[config.mk]
export PLATFORM = sky130hd
export DESIGN_NAME = bidc_top
export DESIGN_NICKNAME = d
export VERILOG_FILES = /design/src/bidc_pkg.sv /design/src/bidc_entry_dec.sv /design/src/bidc_top.sv
export VERILOG_INCLUDE_DIRS = /design/src
export SDC_FILE = /design/constraint.sdc
export NUM_CORES = 2
export LEC_CHECK = 0
export BUFFER_PORTS_ARGS = -buffer_cell sky130_fd_sc_hd__clkbuf_2
export CORE_MARGIN = 2
export CORE_UTILIZATION = 55
export DETAILED_ROUTE_END_ITERATION = 8
export PLACE_DENSITY_LB_ADDON = 0.12
export SETUP_SLACK_MARGIN = 0.2
export SLEW_MARGIN = 20
export SYNTH_ARGS = -nofsm -noshare
export SYNTH_HDL_FRONTEND = slang
export SYNTH_SLANG_ARGS = --single-unit
[constraint.sdc]
create_clock -name aclk -period 14.5 [get_ports aclk]
set_input_delay 2.9 -clock aclk [delete_from_list [all_inputs] [get_ports aclk]]
set_output_delay 2.9 -clock aclk [all_outputs]
set_load 0.02 [all_outputs]
[src/bidc_defs.svh]
// Constants for the boot image directory checker
// How it works
// - Only fetch from the top 16 MB, 0xFF00_0000 to 0xFFFF_FFFF.
// - The word at 0xFFFF_FFE8 is the platform firmware entry address.
// - The word at 0xFFFF_FFE0 is the primary directory table address.
// - Early processor entry lives at 0xFFFF_FFD0, outside the table checksum.
// - The word at 0xFFFF_FFC8 is the alternate table; zero means none.
// - Use the alternate table only when the primary checksum fails.
// - Firmware code areas are whole multiples of 16 bytes.
// - Flag a late processor firmware base not on a 32K boundary.
// - Protected region is early platform plus early processor size plus 64.
// - The table is a run of 16-byte entries with address and size.
// - Entry zero is the header, entry one the late processor firmware.
// - Type codes must not decrease; repeats are allowed.
// - Size field is 3 bytes, times 16 gives the byte length.
// - The late processor entry's 2-byte version is exposed unchanged.
// - Decode the 7-bit type; 0x02 to 0x0D are reserved.
// - Types 0x10 to 0x7E are vendor types and not errors.
// - A clear checksum-valid flag skips the component checksum.
// - With the flag set, component bytes plus checksum must sum to zero.
// - Header flag set means all table bytes must sum to zero.
// - The header address field must hold the table signature.
// - Reserved entry fields must be zero; nonzero is flagged.
// - A table checksum failure reports status code 2.
// - A missing late processor entry reports status code 6.
`ifndef BIDC_DEFS_SVH
`define BIDC_DEFS_SVH
`define BIDC_REGION_TOP   40'h00_0000_00FF
`define BIDC_REGION_SPAN  29'h100_0000
`define BIDC_PTR_BASE     32'hFFFF_FFC8
`define BIDC_PTR_BYTES    28'h000_0028
`define BIDC_ENT_BYTES    28'h000_0010
`define BIDC_SIG          64'h2020_205F_5449_465F
`define BIDC_T_HDR        7'h00
`define BIDC_T_LATE       7'h01
`define BIDC_T_RSV_LO     7'h02
`define BIDC_T_RSV_HI     7'h0D
`define BIDC_ALIGN_MSB    14
`define BIDC_PROT_EXTRA   32'h0000_0040
`define BIDC_C_OK         8'h00
`define BIDC_C_HDR        8'h01
`define BIDC_C_SUM        8'h02
`define BIDC_C_LATE_SUM   8'h03
`define BIDC_C_MISSING    8'h06
`define BIDC_C_UNALIGN    8'h08
`define BIDC_C_ORDER      8'h10
`define BIDC_C_RSVD       8'h11
`define BIDC_C_RANGE      8'h12
`define BIDC_C_KIND       8'h13
`define BIDC_REG_CTRL     8'h00
`define BIDC_REG_STATUS   8'h04
`define BIDC_REG_ENTRY    8'h08
`define BIDC_REG_TABLE    8'h0C
`define BIDC_REG_LBASE    8'h10
`define BIDC_REG_LLEN     8'h14
`define BIDC_REG_LVER     8'h18
`define BIDC_REG_PROT     8'h1C
`define BIDC_REG_COUNT    8'h20
`define BIDC_CTRL_START   0
`define BIDC_CTRL_CSUM    1
`define BIDC_RESP_OKAY    2'h0
`define BIDC_RESP_SLVERR  2'h2
`endif

[src/bidc_pkg.sv]
// Types shared by the directory checker modules
package bidc_pkg;
  typedef enum logic [3:0] {
    ST_IDLE  = 4'h0,
    ST_PTRS  = 4'h1,
    ST_EVPTR = 4'h3,
    ST_ENT   = 4'h2,
    ST_EWAIT = 4'h6,
    ST_EVENT = 4'h7,
    ST_TSUM  = 4'h5,
    ST_COMP  = 4'h4,
    ST_DONE  = 4'hC
  } bidc_state_e;

  // Entry image, byte 0 in the low bits
  typedef struct packed {
    logic [7:0]  chk;
    logic        cv;
    logic [6:0]  kind;
    logic [15:0] version;
    logic [7:0]  rsvd;
    logic [23:0] size;
    logic [63:0] addr;
  } bidc_entry_s;

  typedef struct packed {
    logic        valid;
    logic [31:0] addr;
  } bidc_rd_req_s;
endpackage : bidc_pkg

[src/bidc_entry_dec.sv]
`timescale 1ns/1ps
`include "bidc_defs.svh"
// Registered decoder for one 16-byte directory entry
module bidc_entry_dec
  import bidc_pkg::*;
(
  // Clock and reset
  input  logic         aclk,
  input  logic         aresetn,
  // Raw entry bytes
  input  logic [127:0] raw,
  // Decoded entry
  output bidc_entry_s  ent,
  output logic [27:0]  len,
  output logic         rsvd_bad,
  output logic         sig_ok,
  output logic         kind_bad
);
  bidc_entry_s e_w;

  assign e_w = bidc_entry_s'(raw);

  always_ff @(posedge aclk) begin
    if (!aresetn) begin
      ent      <= '0;
      len      <= 28'h000_0000;
      rsvd_bad <= 1'b0;
      sig_ok   <= 1'b0;
      kind_bad <= 1'b0;
    end else begin
      ent      <= e_w;
      len      <= {e_w.size, 4'h0};
      rsvd_bad <= (e_w.rsvd != 8'h00);
      sig_ok   <= (e_w.addr == `BIDC_SIG);
      kind_bad <= (e_w.kind >= `BIDC_T_RSV_LO) &&
                  (e_w.kind <= `BIDC_T_RSV_HI);
    end
  end
endmodule : bidc_entry_dec

[src/bidc_top.sv]
// The implementer's own choices: the AXI4-Lite slave port and the register addresses.
`timescale 1ns/1ps
`include "bidc_defs.svh"
// Boot image directory checker with AXI4-Lite registers
module bidc_top
  import bidc_pkg::*;
(
  // Clock and reset
  input  logic         aclk,
  input  logic         aresetn,
  // AXI4-Lite write
  input  logic         s_axi_awvalid,
  output logic         s_axi_awready,
  input  logic [7:0]   s_axi_awaddr,
  input  logic         s_axi_wvalid,
  output logic         s_axi_wready,
  input  logic [31:0]  s_axi_wdata,
  input  logic [3:0]   s_axi_wstrb,
  output logic         s_axi_bvalid,
  input  logic         s_axi_bready,
  output logic [1:0]   s_axi_bresp,
  // AXI4-Lite read
  input  logic         s_axi_arvalid,
  output logic         s_axi_arready,
  input  logic [7:0]   s_axi_araddr,
  output logic         s_axi_rvalid,
  input  logic         s_axi_rready,
  output logic [31:0]  s_axi_rdata,
  output logic [1:0]   s_axi_rresp,
  // Firmware storage byte reads
  output bidc_rd_req_s stor_rd,
  input  logic         stor_ack,
  input  logic [7:0]   stor_data
);
  bidc_state_e  state_r;
  bidc_rd_req_s rd_r;
  logic [27:0]  cnt_r;
  logic [23:0]  idx_r;
  logic [23:0]  nent_r;
  logic [127:0] raw_r;
  logic [319:0] ptr_r;
  logic [7:0]   sum_r;
  logic [6:0]   prev_r;
  logic [7:0]   pend_r;
  logic         use_alt_r;
  logic         hdr_cv_r;
  bidc_entry_s  late_r;
  logic [27:0]  late_len_r;
  logic [31:0]  prot_r;
  logic         done_r;
  logic         err_r;
  logic [7:0]   code_r;
  logic         start_r;
  logic         csum_en_r;
  bidc_entry_s  dec_ent;
  logic [27:0]  dec_len;
  logic         dec_rsvd;
  logic         dec_sig;
  logic         dec_kind;
  bidc_entry_s  early_w;
  logic [63:0]  alt_w;
  logic [63:0]  tbl_w;
  logic         hdr_w;
  logic         fin_w;
  logic [7:0]   fin_code_w;
  logic         retry_w;
  logic         soft_w;
  logic [7:0]   scode_w;
  logic         sum_bad_w;
  logic         comp_go_w;
  logic         last_w;
  logic         aw_hold_r;
  logic         w_hold_r;
  logic [7:0]   awaddr_r;
  logic [31:0]  wdata_r;
  logic [3:0]   wstrb_r;
  logic         bvalid_r;
  logic [1:0]   bresp_r;
  logic         rvalid_r;
  logic [31:0]  rdata_r;
  logic [1:0]   rresp_r;

  // Start plus length lies wholly inside the firmware region
  function automatic logic in_reg(input logic [63:0] a,
                                  input logic [27:0] n);
    logic [28:0] e;
    e = {5'h00, a[23:0]} + {1'b0, n};
    return (a[63:24] == `BIDC_REGION_TOP) && (e <= `BIDC_REGION_SPAN);
  endfunction : in_reg

  bidc_entry_dec u_dec (
    .aclk     (aclk),
    .aresetn  (aresetn),
    .raw      (raw_r),
    .ent      (dec_ent),
    .len      (dec_len),
    .rsvd_bad (dec_rsvd),
    .sig_ok   (dec_sig),
    .kind_bad (dec_kind)
  );

  assign alt_w   = ptr_r[63:0];
  assign early_w = bidc_entry_s'(ptr_r[191:64]);
  assign tbl_w   = use_alt_r ? alt_w : ptr_r[255:192];
  assign hdr_w   = (idx_r == 24'h00_0000);
  assign last_w  = !hdr_w && ((idx_r + 24'h00_0001) == nent_r);
  // table sum only when header asks
  assign sum_bad_w = hdr_cv_r && (sum_r != 8'h00);
  // component sum only with flag set
  assign comp_go_w = late_r.cv && csum_en_r && (late_len_r != 28'h0);
  assign stor_rd = rd_r;

  always_comb begin
    fin_w      = 1'b0;
    fin_code_w = `BIDC_C_OK;
    retry_w    = 1'b0;
    soft_w     = 1'b0;
    scode_w    = `BIDC_C_OK;
    case (state_r)
      ST_EVPTR: begin
        // table must start inside the region
        if (!in_reg(tbl_w, `BIDC_ENT_BYTES)) begin
          fin_w      = 1'b1;
          fin_code_w = `BIDC_C_RANGE;
        end
      end
      ST_EVENT: begin
        if (hdr_w) begin
          if (dec_ent.kind != `BIDC_T_HDR || !dec_sig) begin
            fin_w      = 1'b1;
            fin_code_w = `BIDC_C_HDR;
          end else if (dec_ent.size < 24'h00_0002) begin
            fin_w      = 1'b1;
            fin_code_w = `BIDC_C_MISSING;
          end else if (!in_reg(tbl_w, dec_len)) begin
            fin_w      = 1'b1;
            fin_code_w = `BIDC_C_RANGE;
          end
        end else if (idx_r == 24'h00_0001) begin
          // second entry must be late firmware
          if (dec_ent.kind != `BIDC_T_LATE) begin
            fin_w      = 1'b1;
            fin_code_w = `BIDC_C_MISSING;
          end else if (dec_ent.addr[`BIDC_ALIGN_MSB:0] != 15'h0000) begin
            fin_w      = 1'b1;
            fin_code_w = `BIDC_C_UNALIGN;
          end else if (!in_reg(dec_ent.addr, dec_len)) begin
            fin_w      = 1'b1;
            fin_code_w = `BIDC_C_RANGE;
          end
        end
        if (dec_rsvd) begin
          soft_w  = 1'b1;
          scode_w = `BIDC_C_RSVD;
        end else if (dec_ent.kind < prev_r) begin
          soft_w  = 1'b1;
          scode_w = `BIDC_C_ORDER;
        end else if (dec_kind) begin
          soft_w  = 1'b1;
          scode_w = `BIDC_C_KIND;
        end
      end
      ST_TSUM: begin
        if (sum_bad_w && !use_alt_r && alt_w != 64'h0) begin
          retry_w = 1'b1;
        end else if (sum_bad_w) begin
          fin_w      = 1'b1;
          fin_code_w = `BIDC_C_SUM;
        end else if (pend_r != `BIDC_C_OK || !comp_go_w) begin
          fin_w      = 1'b1;
          fin_code_w = pend_r;
        end
      end
      ST_COMP: begin
        if (stor_ack && cnt_r == 28'h000_0001) begin
          fin_w = 1'b1;
          if ((sum_r + stor_data) != 8'h00) begin
            fin_code_w = `BIDC_C_LATE_SUM;
          end
        end
      end
      default: fin_w = 1'b0;
    endcase
  end

  // Directory walk
  always_ff @(posedge aclk) begin
    if (!aresetn) begin
      state_r    <= ST_IDLE;
      rd_r       <= '0;
      cnt_r      <= 28'h000_0000;
      idx_r      <= 24'h00_0000;
      nent_r     <= 24'h00_0000;
      raw_r      <= '0;
      ptr_r      <= '0;
      sum_r      <= 8'h00;
      prev_r     <= 7'h00;
      pend_r     <= `BIDC_C_OK;
      use_alt_r  <= 1'b0;
      hdr_cv_r   <= 1'b0;
      late_r     <= '0;
      late_len_r <= 28'h000_0000;
    end else begin
      case (state_r)
        ST_IDLE: begin
          // fetch starts in the pointer slots
          if (start_r) begin
            state_r <= ST_PTRS;
            rd_r    <= '{valid: 1'b1, addr: `BIDC_PTR_BASE};
            cnt_r   <= `BIDC_PTR_BYTES;
          end
        end
        ST_PTRS: begin
          if (stor_ack) begin
            ptr_r     <= {stor_data, ptr_r[319:8]};
            rd_r.addr <= rd_r.addr + 32'h0000_0001;
            cnt_r     <= cnt_r - 28'h000_0001;
            if (cnt_r == 28'h000_0001) begin
              rd_r.valid <= 1'b0;
              state_r    <= ST_EVPTR;
            end
          end
        end
        ST_EVPTR: begin
          if (fin_w) begin
            state_r <= ST_DONE;
          end else begin
            rd_r    <= '{valid: 1'b1, addr: tbl_w[31:0]};
            cnt_r   <= `BIDC_ENT_BYTES;
            idx_r   <= 24'h00_0000;
            sum_r   <= 8'h00;
            prev_r  <= 7'h00;
            pend_r  <= `BIDC_C_OK;
            state_r <= ST_ENT;
          end
        end
        ST_ENT: begin
          // entry bytes feed the table sum
          if (stor_ack) begin
            raw_r     <= {stor_data, raw_r[127:8]};
            sum_r     <= sum_r + stor_data;
            rd_r.addr <= rd_r.addr + 32'h0000_0001;
            cnt_r     <= cnt_r - 28'h000_0001;
            if (cnt_r == 28'h000_0001) begin
              rd_r.valid <= 1'b0;
              state_r    <= ST_EWAIT;
            end
          end
        end
        ST_EWAIT: state_r <= ST_EVENT;
        ST_EVENT: begin
          if (fin_w) begin
            state_r <= ST_DONE;
          end else begin
            if (soft_w && pend_r == `BIDC_C_OK) begin
              pend_r <= scode_w;
            end
            prev_r <= dec_ent.kind;
            idx_r  <= idx_r + 24'h00_0001;
            if (hdr_w) begin
              nent_r   <= dec_ent.size;
              hdr_cv_r <= dec_ent.cv;
            end
            if (idx_r == 24'h00_0001) begin
              late_r     <= dec_ent;
              late_len_r <= dec_len;
            end
            if (last_w) begin
              state_r <= ST_TSUM;
            end else begin
              rd_r.valid <= 1'b1;
              cnt_r      <= `BIDC_ENT_BYTES;
              state_r    <= ST_ENT;
            end
          end
        end
        ST_TSUM: begin
          if (retry_w) begin
            use_alt_r <= 1'b1;
            state_r   <= ST_EVPTR;
          end else if (fin_w) begin
            state_r <= ST_DONE;
          end else begin
            rd_r    <= '{valid: 1'b1, addr: late_r.addr[31:0]};
            cnt_r   <= late_len_r;
            sum_r   <= late_r.chk;
            state_r <= ST_COMP;
          end
        end
        ST_COMP: begin
          if (stor_ack) begin
            sum_r     <= sum_r + stor_data;
            rd_r.addr <= rd_r.addr + 32'h0000_0001;
            cnt_r     <= cnt_r - 28'h000_0001;
            if (cnt_r == 28'h000_0001) begin
              rd_r.valid <= 1'b0;
              state_r    <= ST_DONE;
            end
          end
        end
        ST_DONE: state_r <= ST_DONE;
        default: state_r <= ST_IDLE;
      endcase
    end
  end

  always_ff @(posedge aclk) begin
    if (!aresetn) begin
      done_r <= 1'b0;
      err_r  <= 1'b0;
      code_r <= `BIDC_C_OK;
    end else if (fin_w && !done_r) begin
      done_r <= 1'b1;
      err_r  <= (fin_code_w != `BIDC_C_OK);
      code_r <= fin_code_w;
    end
  end

  always_ff @(posedge aclk) begin
    if (!aresetn) begin
      prot_r <= 32'h0000_0000;
    end else if (state_r == ST_EVPTR) begin
      prot_r <= (early_w.addr[31:0] - ptr_r[287:256]) +
                {4'h0, early_w.size, 4'h0} + `BIDC_PROT_EXTRA;
    end
  end

  // Register writes
  assign s_axi_awready = !aw_hold_r && !bvalid_r;
  assign s_axi_wready  = !w_hold_r && !bvalid_r;
  assign s_axi_bvalid  = bvalid_r;
  assign s_axi_bresp   = bresp_r;

  always_ff @(posedge aclk) begin
    if (!aresetn) begin
      aw_hold_r <= 1'b0;
      w_hold_r  <= 1'b0;
      awaddr_r  <= 8'h00;
      wdata_r   <= 32'h0000_0000;
      wstrb_r   <= 4'h0;
      bvalid_r  <= 1'b0;
      bresp_r   <= `BIDC_RESP_OKAY;
      start_r   <= 1'b0;
      csum_en_r <= 1'b1;
    end else begin
      start_r <= 1'b0;
      if (s_axi_awvalid && s_axi_awready) begin
        aw_hold_r <= 1'b1;
        awaddr_r  <= s_axi_awaddr;
      end
      if (s_axi_wvalid && s_axi_wready) begin
        w_hold_r <= 1'b1;
        wdata_r  <= s_axi_wdata;
        wstrb_r  <= s_axi_wstrb;
      end
      if (aw_hold_r && w_hold_r) begin
        aw_hold_r <= 1'b0;
        w_hold_r  <= 1'b0;
        bvalid_r  <= 1'b1;
        bresp_r   <= `BIDC_RESP_OKAY;
        if (awaddr_r == `BIDC_REG_CTRL) begin
          if (wstrb_r[0]) begin
            start_r   <= wdata_r[`BIDC_CTRL_START] && !done_r;
            csum_en_r <= wdata_r[`BIDC_CTRL_CSUM];
          end
        end else begin
          bresp_r <= `BIDC_RESP_SLVERR;
        end
      end else if (bvalid_r && s_axi_bready) begin
        bvalid_r <= 1'b0;
      end
    end
  end

  // Register reads
  assign s_axi_arready = !rvalid_r;
  assign s_axi_rvalid  = rvalid_r;
  assign s_axi_rdata   = rdata_r;
  assign s_axi_rresp   = rresp_r;

  always_ff @(posedge aclk) begin
    if (!aresetn) begin
      rvalid_r <= 1'b0;
      rdata_r  <= 32'h0000_0000;
      rresp_r  <= `BIDC_RESP_OKAY;
    end else if (s_axi_arvalid && s_axi_arready) begin
      rvalid_r <= 1'b1;
      rresp_r  <= `BIDC_RESP_OKAY;
      case (s_axi_araddr)
        `BIDC_REG_CTRL:   rdata_r <= {30'h0, csum_en_r, 1'b0};
        `BIDC_REG_STATUS: rdata_r <= {16'h0, code_r, 4'h0, use_alt_r,
                                      err_r, done_r,
                                      state_r != ST_IDLE && !done_r};
        `BIDC_REG_ENTRY:  rdata_r <= ptr_r[287:256];
        `BIDC_REG_TABLE:  rdata_r <= tbl_w[31:0];
        `BIDC_REG_LBASE:  rdata_r <= late_r.addr[31:0];
        `BIDC_REG_LLEN:   rdata_r <= {4'h0, late_len_r};
        `BIDC_REG_LVER:   rdata_r <= {16'h0, late_r.version};
        `BIDC_REG_PROT:   rdata_r <= prot_r;
        `BIDC_REG_COUNT:  rdata_r <= {8'h0, idx_r};
        default: begin
          rdata_r <= 32'h0000_0000;
          rresp_r <= `BIDC_RESP_SLVERR;
        end
      endcase
    end else if (rvalid_r && s_axi_rready) begin
      rvalid_r <= 1'b0;
    end
  end
endmodule : bidc_top

==> impl_metrics.toml <==
[outcome]
outcome = "finished, final reports clean"

[synth]
ys_seq_area_share_pct = 42.24
ys.flop_type = "dfxtp_1"
synth_edf_count = 0
ys_async_sr_fraction_pct = 0
yosysTopAreaCell = "dfxtp_1"
yosys-top-cells-area = "dfxtp_1 42%, nand2_1 11%, a21oi_1 8.1%"
synth-seq-cells = 875
synth_warnings = 0
post-synth-top-area-fraction_pct = 42.24
ys_types = 92
synth_area_mm2 = 0.04147
synth_cells = 5166
synth_area_per_cell_um2 = 8.028

[cts]
cts-resized-gates = 0
post_cts_buffers = 0
path_clk_slew_ns = 0.06
cts_hold_buf = 0
cts_tree = "built"
cts.path.max_buffers = 3
cts_max_level = 3
clock_sinks = 875
cts_buffers = 91
clkLatencyLatePin_ns = 0.68
cts-root-buf = "clkbuf_16"

[worst_setup_path]
timing.critical_path.mode_cell = "o41ai_1"
crit_buf_inv = 2
cp.depth = 15
cp_data_arrival_time_ns = 6.97
worst_setup_path_start_kind = "flip-flop"
endpoint_kind = "flip-flop"
critPathSlowestCell = "mux2i_1"
required_ns = 15.03
crit_fanout = 42
crit_chain = "buf_4 > mux2i_1 > inv_1 > ha_1 > a21oi_1 > o21a_1 > o21ai_0 > a222oi_1 > nor4b_1 > nand4_1 > o41ai_1 > a32oi_1 > a211oi_4 > nand2_1 > o41ai_1"
path_delay_family = "compound AO/OA/AOI/OAI gates"
reg2reg_slack_ns = 8.06
worstSetupPathType = "reg2reg"
critPathMaxStageDelay_ns = 0.85
worst-r2r-cell-count = 15

[timing]
min_period_ns = 6.441
finalSetupViolCount = 0
worstMarginPinSlew_ns = 1.156
drv_slew = 0
fmax_ghz = 0.1553
finalHoldViolCount = 0
setup_tns_ns = 0
max_slew_margin_pct = 22.94
rsz0062_at_grt = "no"
finalCritPeriodShare_pct = 44.42
clock_skew_ns = 0.04119

[place]
hpwl_um = 93890
dp_cells = 5939
gp_congestion = 0.9920
port_buffers = 106

[hold_path]
min_path_type = "reg2reg"
holdPathStages = 2

[power_and_ir_drop]
power_mw = 5.019
vdd_ir_drop_max_mv = 0.09247
leakage_nw = 17.00
power_density_mw_per_mm2 = 110.4

[grt]
grt_start_max_net_pins = 197
grt-ovfl-total = 0
antenna_found_initial = 5
grt_pass1_vias = 33223
grt_first_pass_wirelength_um = 198900
grt_usage_pct = 32.92

[drt]
wl_um = 131700
vias = 36870
first_pass_iters = 6
vias_per_cell = 6.033
wl_per_cell_um = 21.55
initialDrtViolationCount = 4596
drcViolationCount = 0
ant_nets = 0

[die]
coreArea_mm2 = 0.07457
initial_core_util_pct = 55.61
dieArea_mm2 = 0.07762
die_h_um = 278.6
die_w_um = 278.6
ios = 142
rows = 100

[final_layout]
utilization_pct = 60.95
stdcell_count = 6111
drive_above_1_share_pct = 7.567
area_growth_syn_to_layout_pct = 9.600
fillers = 6776
fin_nets = 5285

[run]
drv_cap = 0
-- layer usage --
layer	vias to the layer above	track usage, %	routed length [um]
met2	1438	47.37	54120
met4	6	13.74	6266
met5	-	0	30
met3	322	7.094	12000
li1	17653	-	-
met1	17451	47.54	59270
-- sequential cells by signal, summed over array words and instances, names as in the netlist, 3 cells and up --
signal	flops
awaddr_r	8
cnt_r	28
code_r	5
idx_r	24
late_len_r	24
late_r	57
nent_r	24
pend_r	3
prev_r	7
prot_r	32
ptr_r	320
raw_r	128
s_axi_rdata	32
state_r	4
stor_rd	33
sum_r	8
u_dec.ent	120
-- through the flow --
| stage | setup slack (ns) | cell area (um^2) | hold WS [ns] |
|---|---|---|---|
| 3_5_place_dp | 8.124 | 42220 | 0.4419 |
| 6_report | 8.059 | 45450 | 0.4461 |
| 2_1_floorplan | 9.187 | 41470 | 0.4135 |
| 4_1_cts | 8.228 | 45430 | 0.4506 |
| 5_1_grt | 7.784 | 45450 | 0.4585 |
| 3_3_place_gp | 8.157 | 42220 | 0.4362 |
-- final timing paths --
check                   from          to
setup / recovery   use_alt_r    idx_r[3]
hold / removal    ptr_r[305]  ptr_r[297]
setup reg to reg   use_alt_r    idx_r[3]
hold reg to reg   ptr_r[305]  ptr_r[297]
-- layout by cell type, fill, tap and decap left out, drive strengths merged, types with 13 or more instances in the layout --
cell and n:
a22oi 31, o21bai 13, a21oi 677, or4 14
a221o 16, nor2 285, or3 21, ha 125
mux2i 149, nand4 49, nor2b 19, nand2b 23
xor2 29, mux2 30, and2 159, buf 42
clkbuf 241, nor3 70, nand3 74, a2111oi 19
o21a 17, dfxtp 875, o211ai 28, inv 176
and4 14, a31oi 36, and3 35, a221oi 30
nand2 1177, a211oi 39, o21ai 181, a21o 44
o31ai 25, clkinv 16, nor4 93, fa 28
xnor2 70, o41ai 19
-- power breakdown --
part	internal, mW	total [mW]	switching, mW
combinational	0.0245	0.113	0.0883
sequential	2.41	2.42	0.00589
clock	1.48	2.49	1.01
-- Yosys cell counts, drive strengths merged, types with 44 or more instances --
| cell type | number |
|---|---|
| o21ai | 181 |
| nand3 | 74 |
| nor3 | 70 |
| nor2 | 285 |
| nor4 | 93 |
| inv | 172 |
| and2 | 159 |
| dfxtp | 875 |
| a21o | 44 |
| clkbuf | 286 |
| ha | 125 |
| nand4 | 49 |
| nand2 | 1177 |
| a21oi | 677 |
| xnor2 | 70 |
| mux2i | 149 |
| buf | 57 |
-- kinds of logic after synthesis --
kind of cell / after synthesis / synth area share (%)
AO/OA/AOI/OAI: 1264 / 18.64
XOR/XNOR: 99 / 2.091
adder cells (fa/ha/maj): 153 / 5.123
buffers and inverters: 515 / 4.951
flip-flops: 875 / 42.24
multiplexers: 180 / 4.465
other: 1 / 0.009042
AND/OR/NAND/NOR: 2079 / 22.48
-- area by class of cell --
cell class / instances / area (um^2) / share of cell area (%)
multi-input cells: 3777 / 21990 / 48.37
flip-flops and latches: 875 / 17520 / 38.54
clock buffers: 136 / 2709 / 5.960
well taps: 969 / 1212 / 2.667
repair buffers: 147 / 864.6 / 1.902
inverters: 172 / 653.1 / 1.437
clock inverters: 34 / 506.7 / 1.115
diodes: 1 / 2.502 / 0.005506
-- worst register-to-register path: stages, from the launching register on --
cell and delay [ns]:
dfxtp_2 0.39, buf_4 0.52, mux2i_1 0.87, inv_1 0.12, ha_1 0.39, a21oi_1 0.29
o21a_1 0.24, o21ai_0 0.14, a222oi_1 0.34, nor4b_1 0.32, nand4_1 0.21, o41ai_1 0.51
a32oi_1 0.44, a211oi_4 0.36, nand2_1 0.67, o41ai_1 0.51
(Power assumes the default switching activity.)
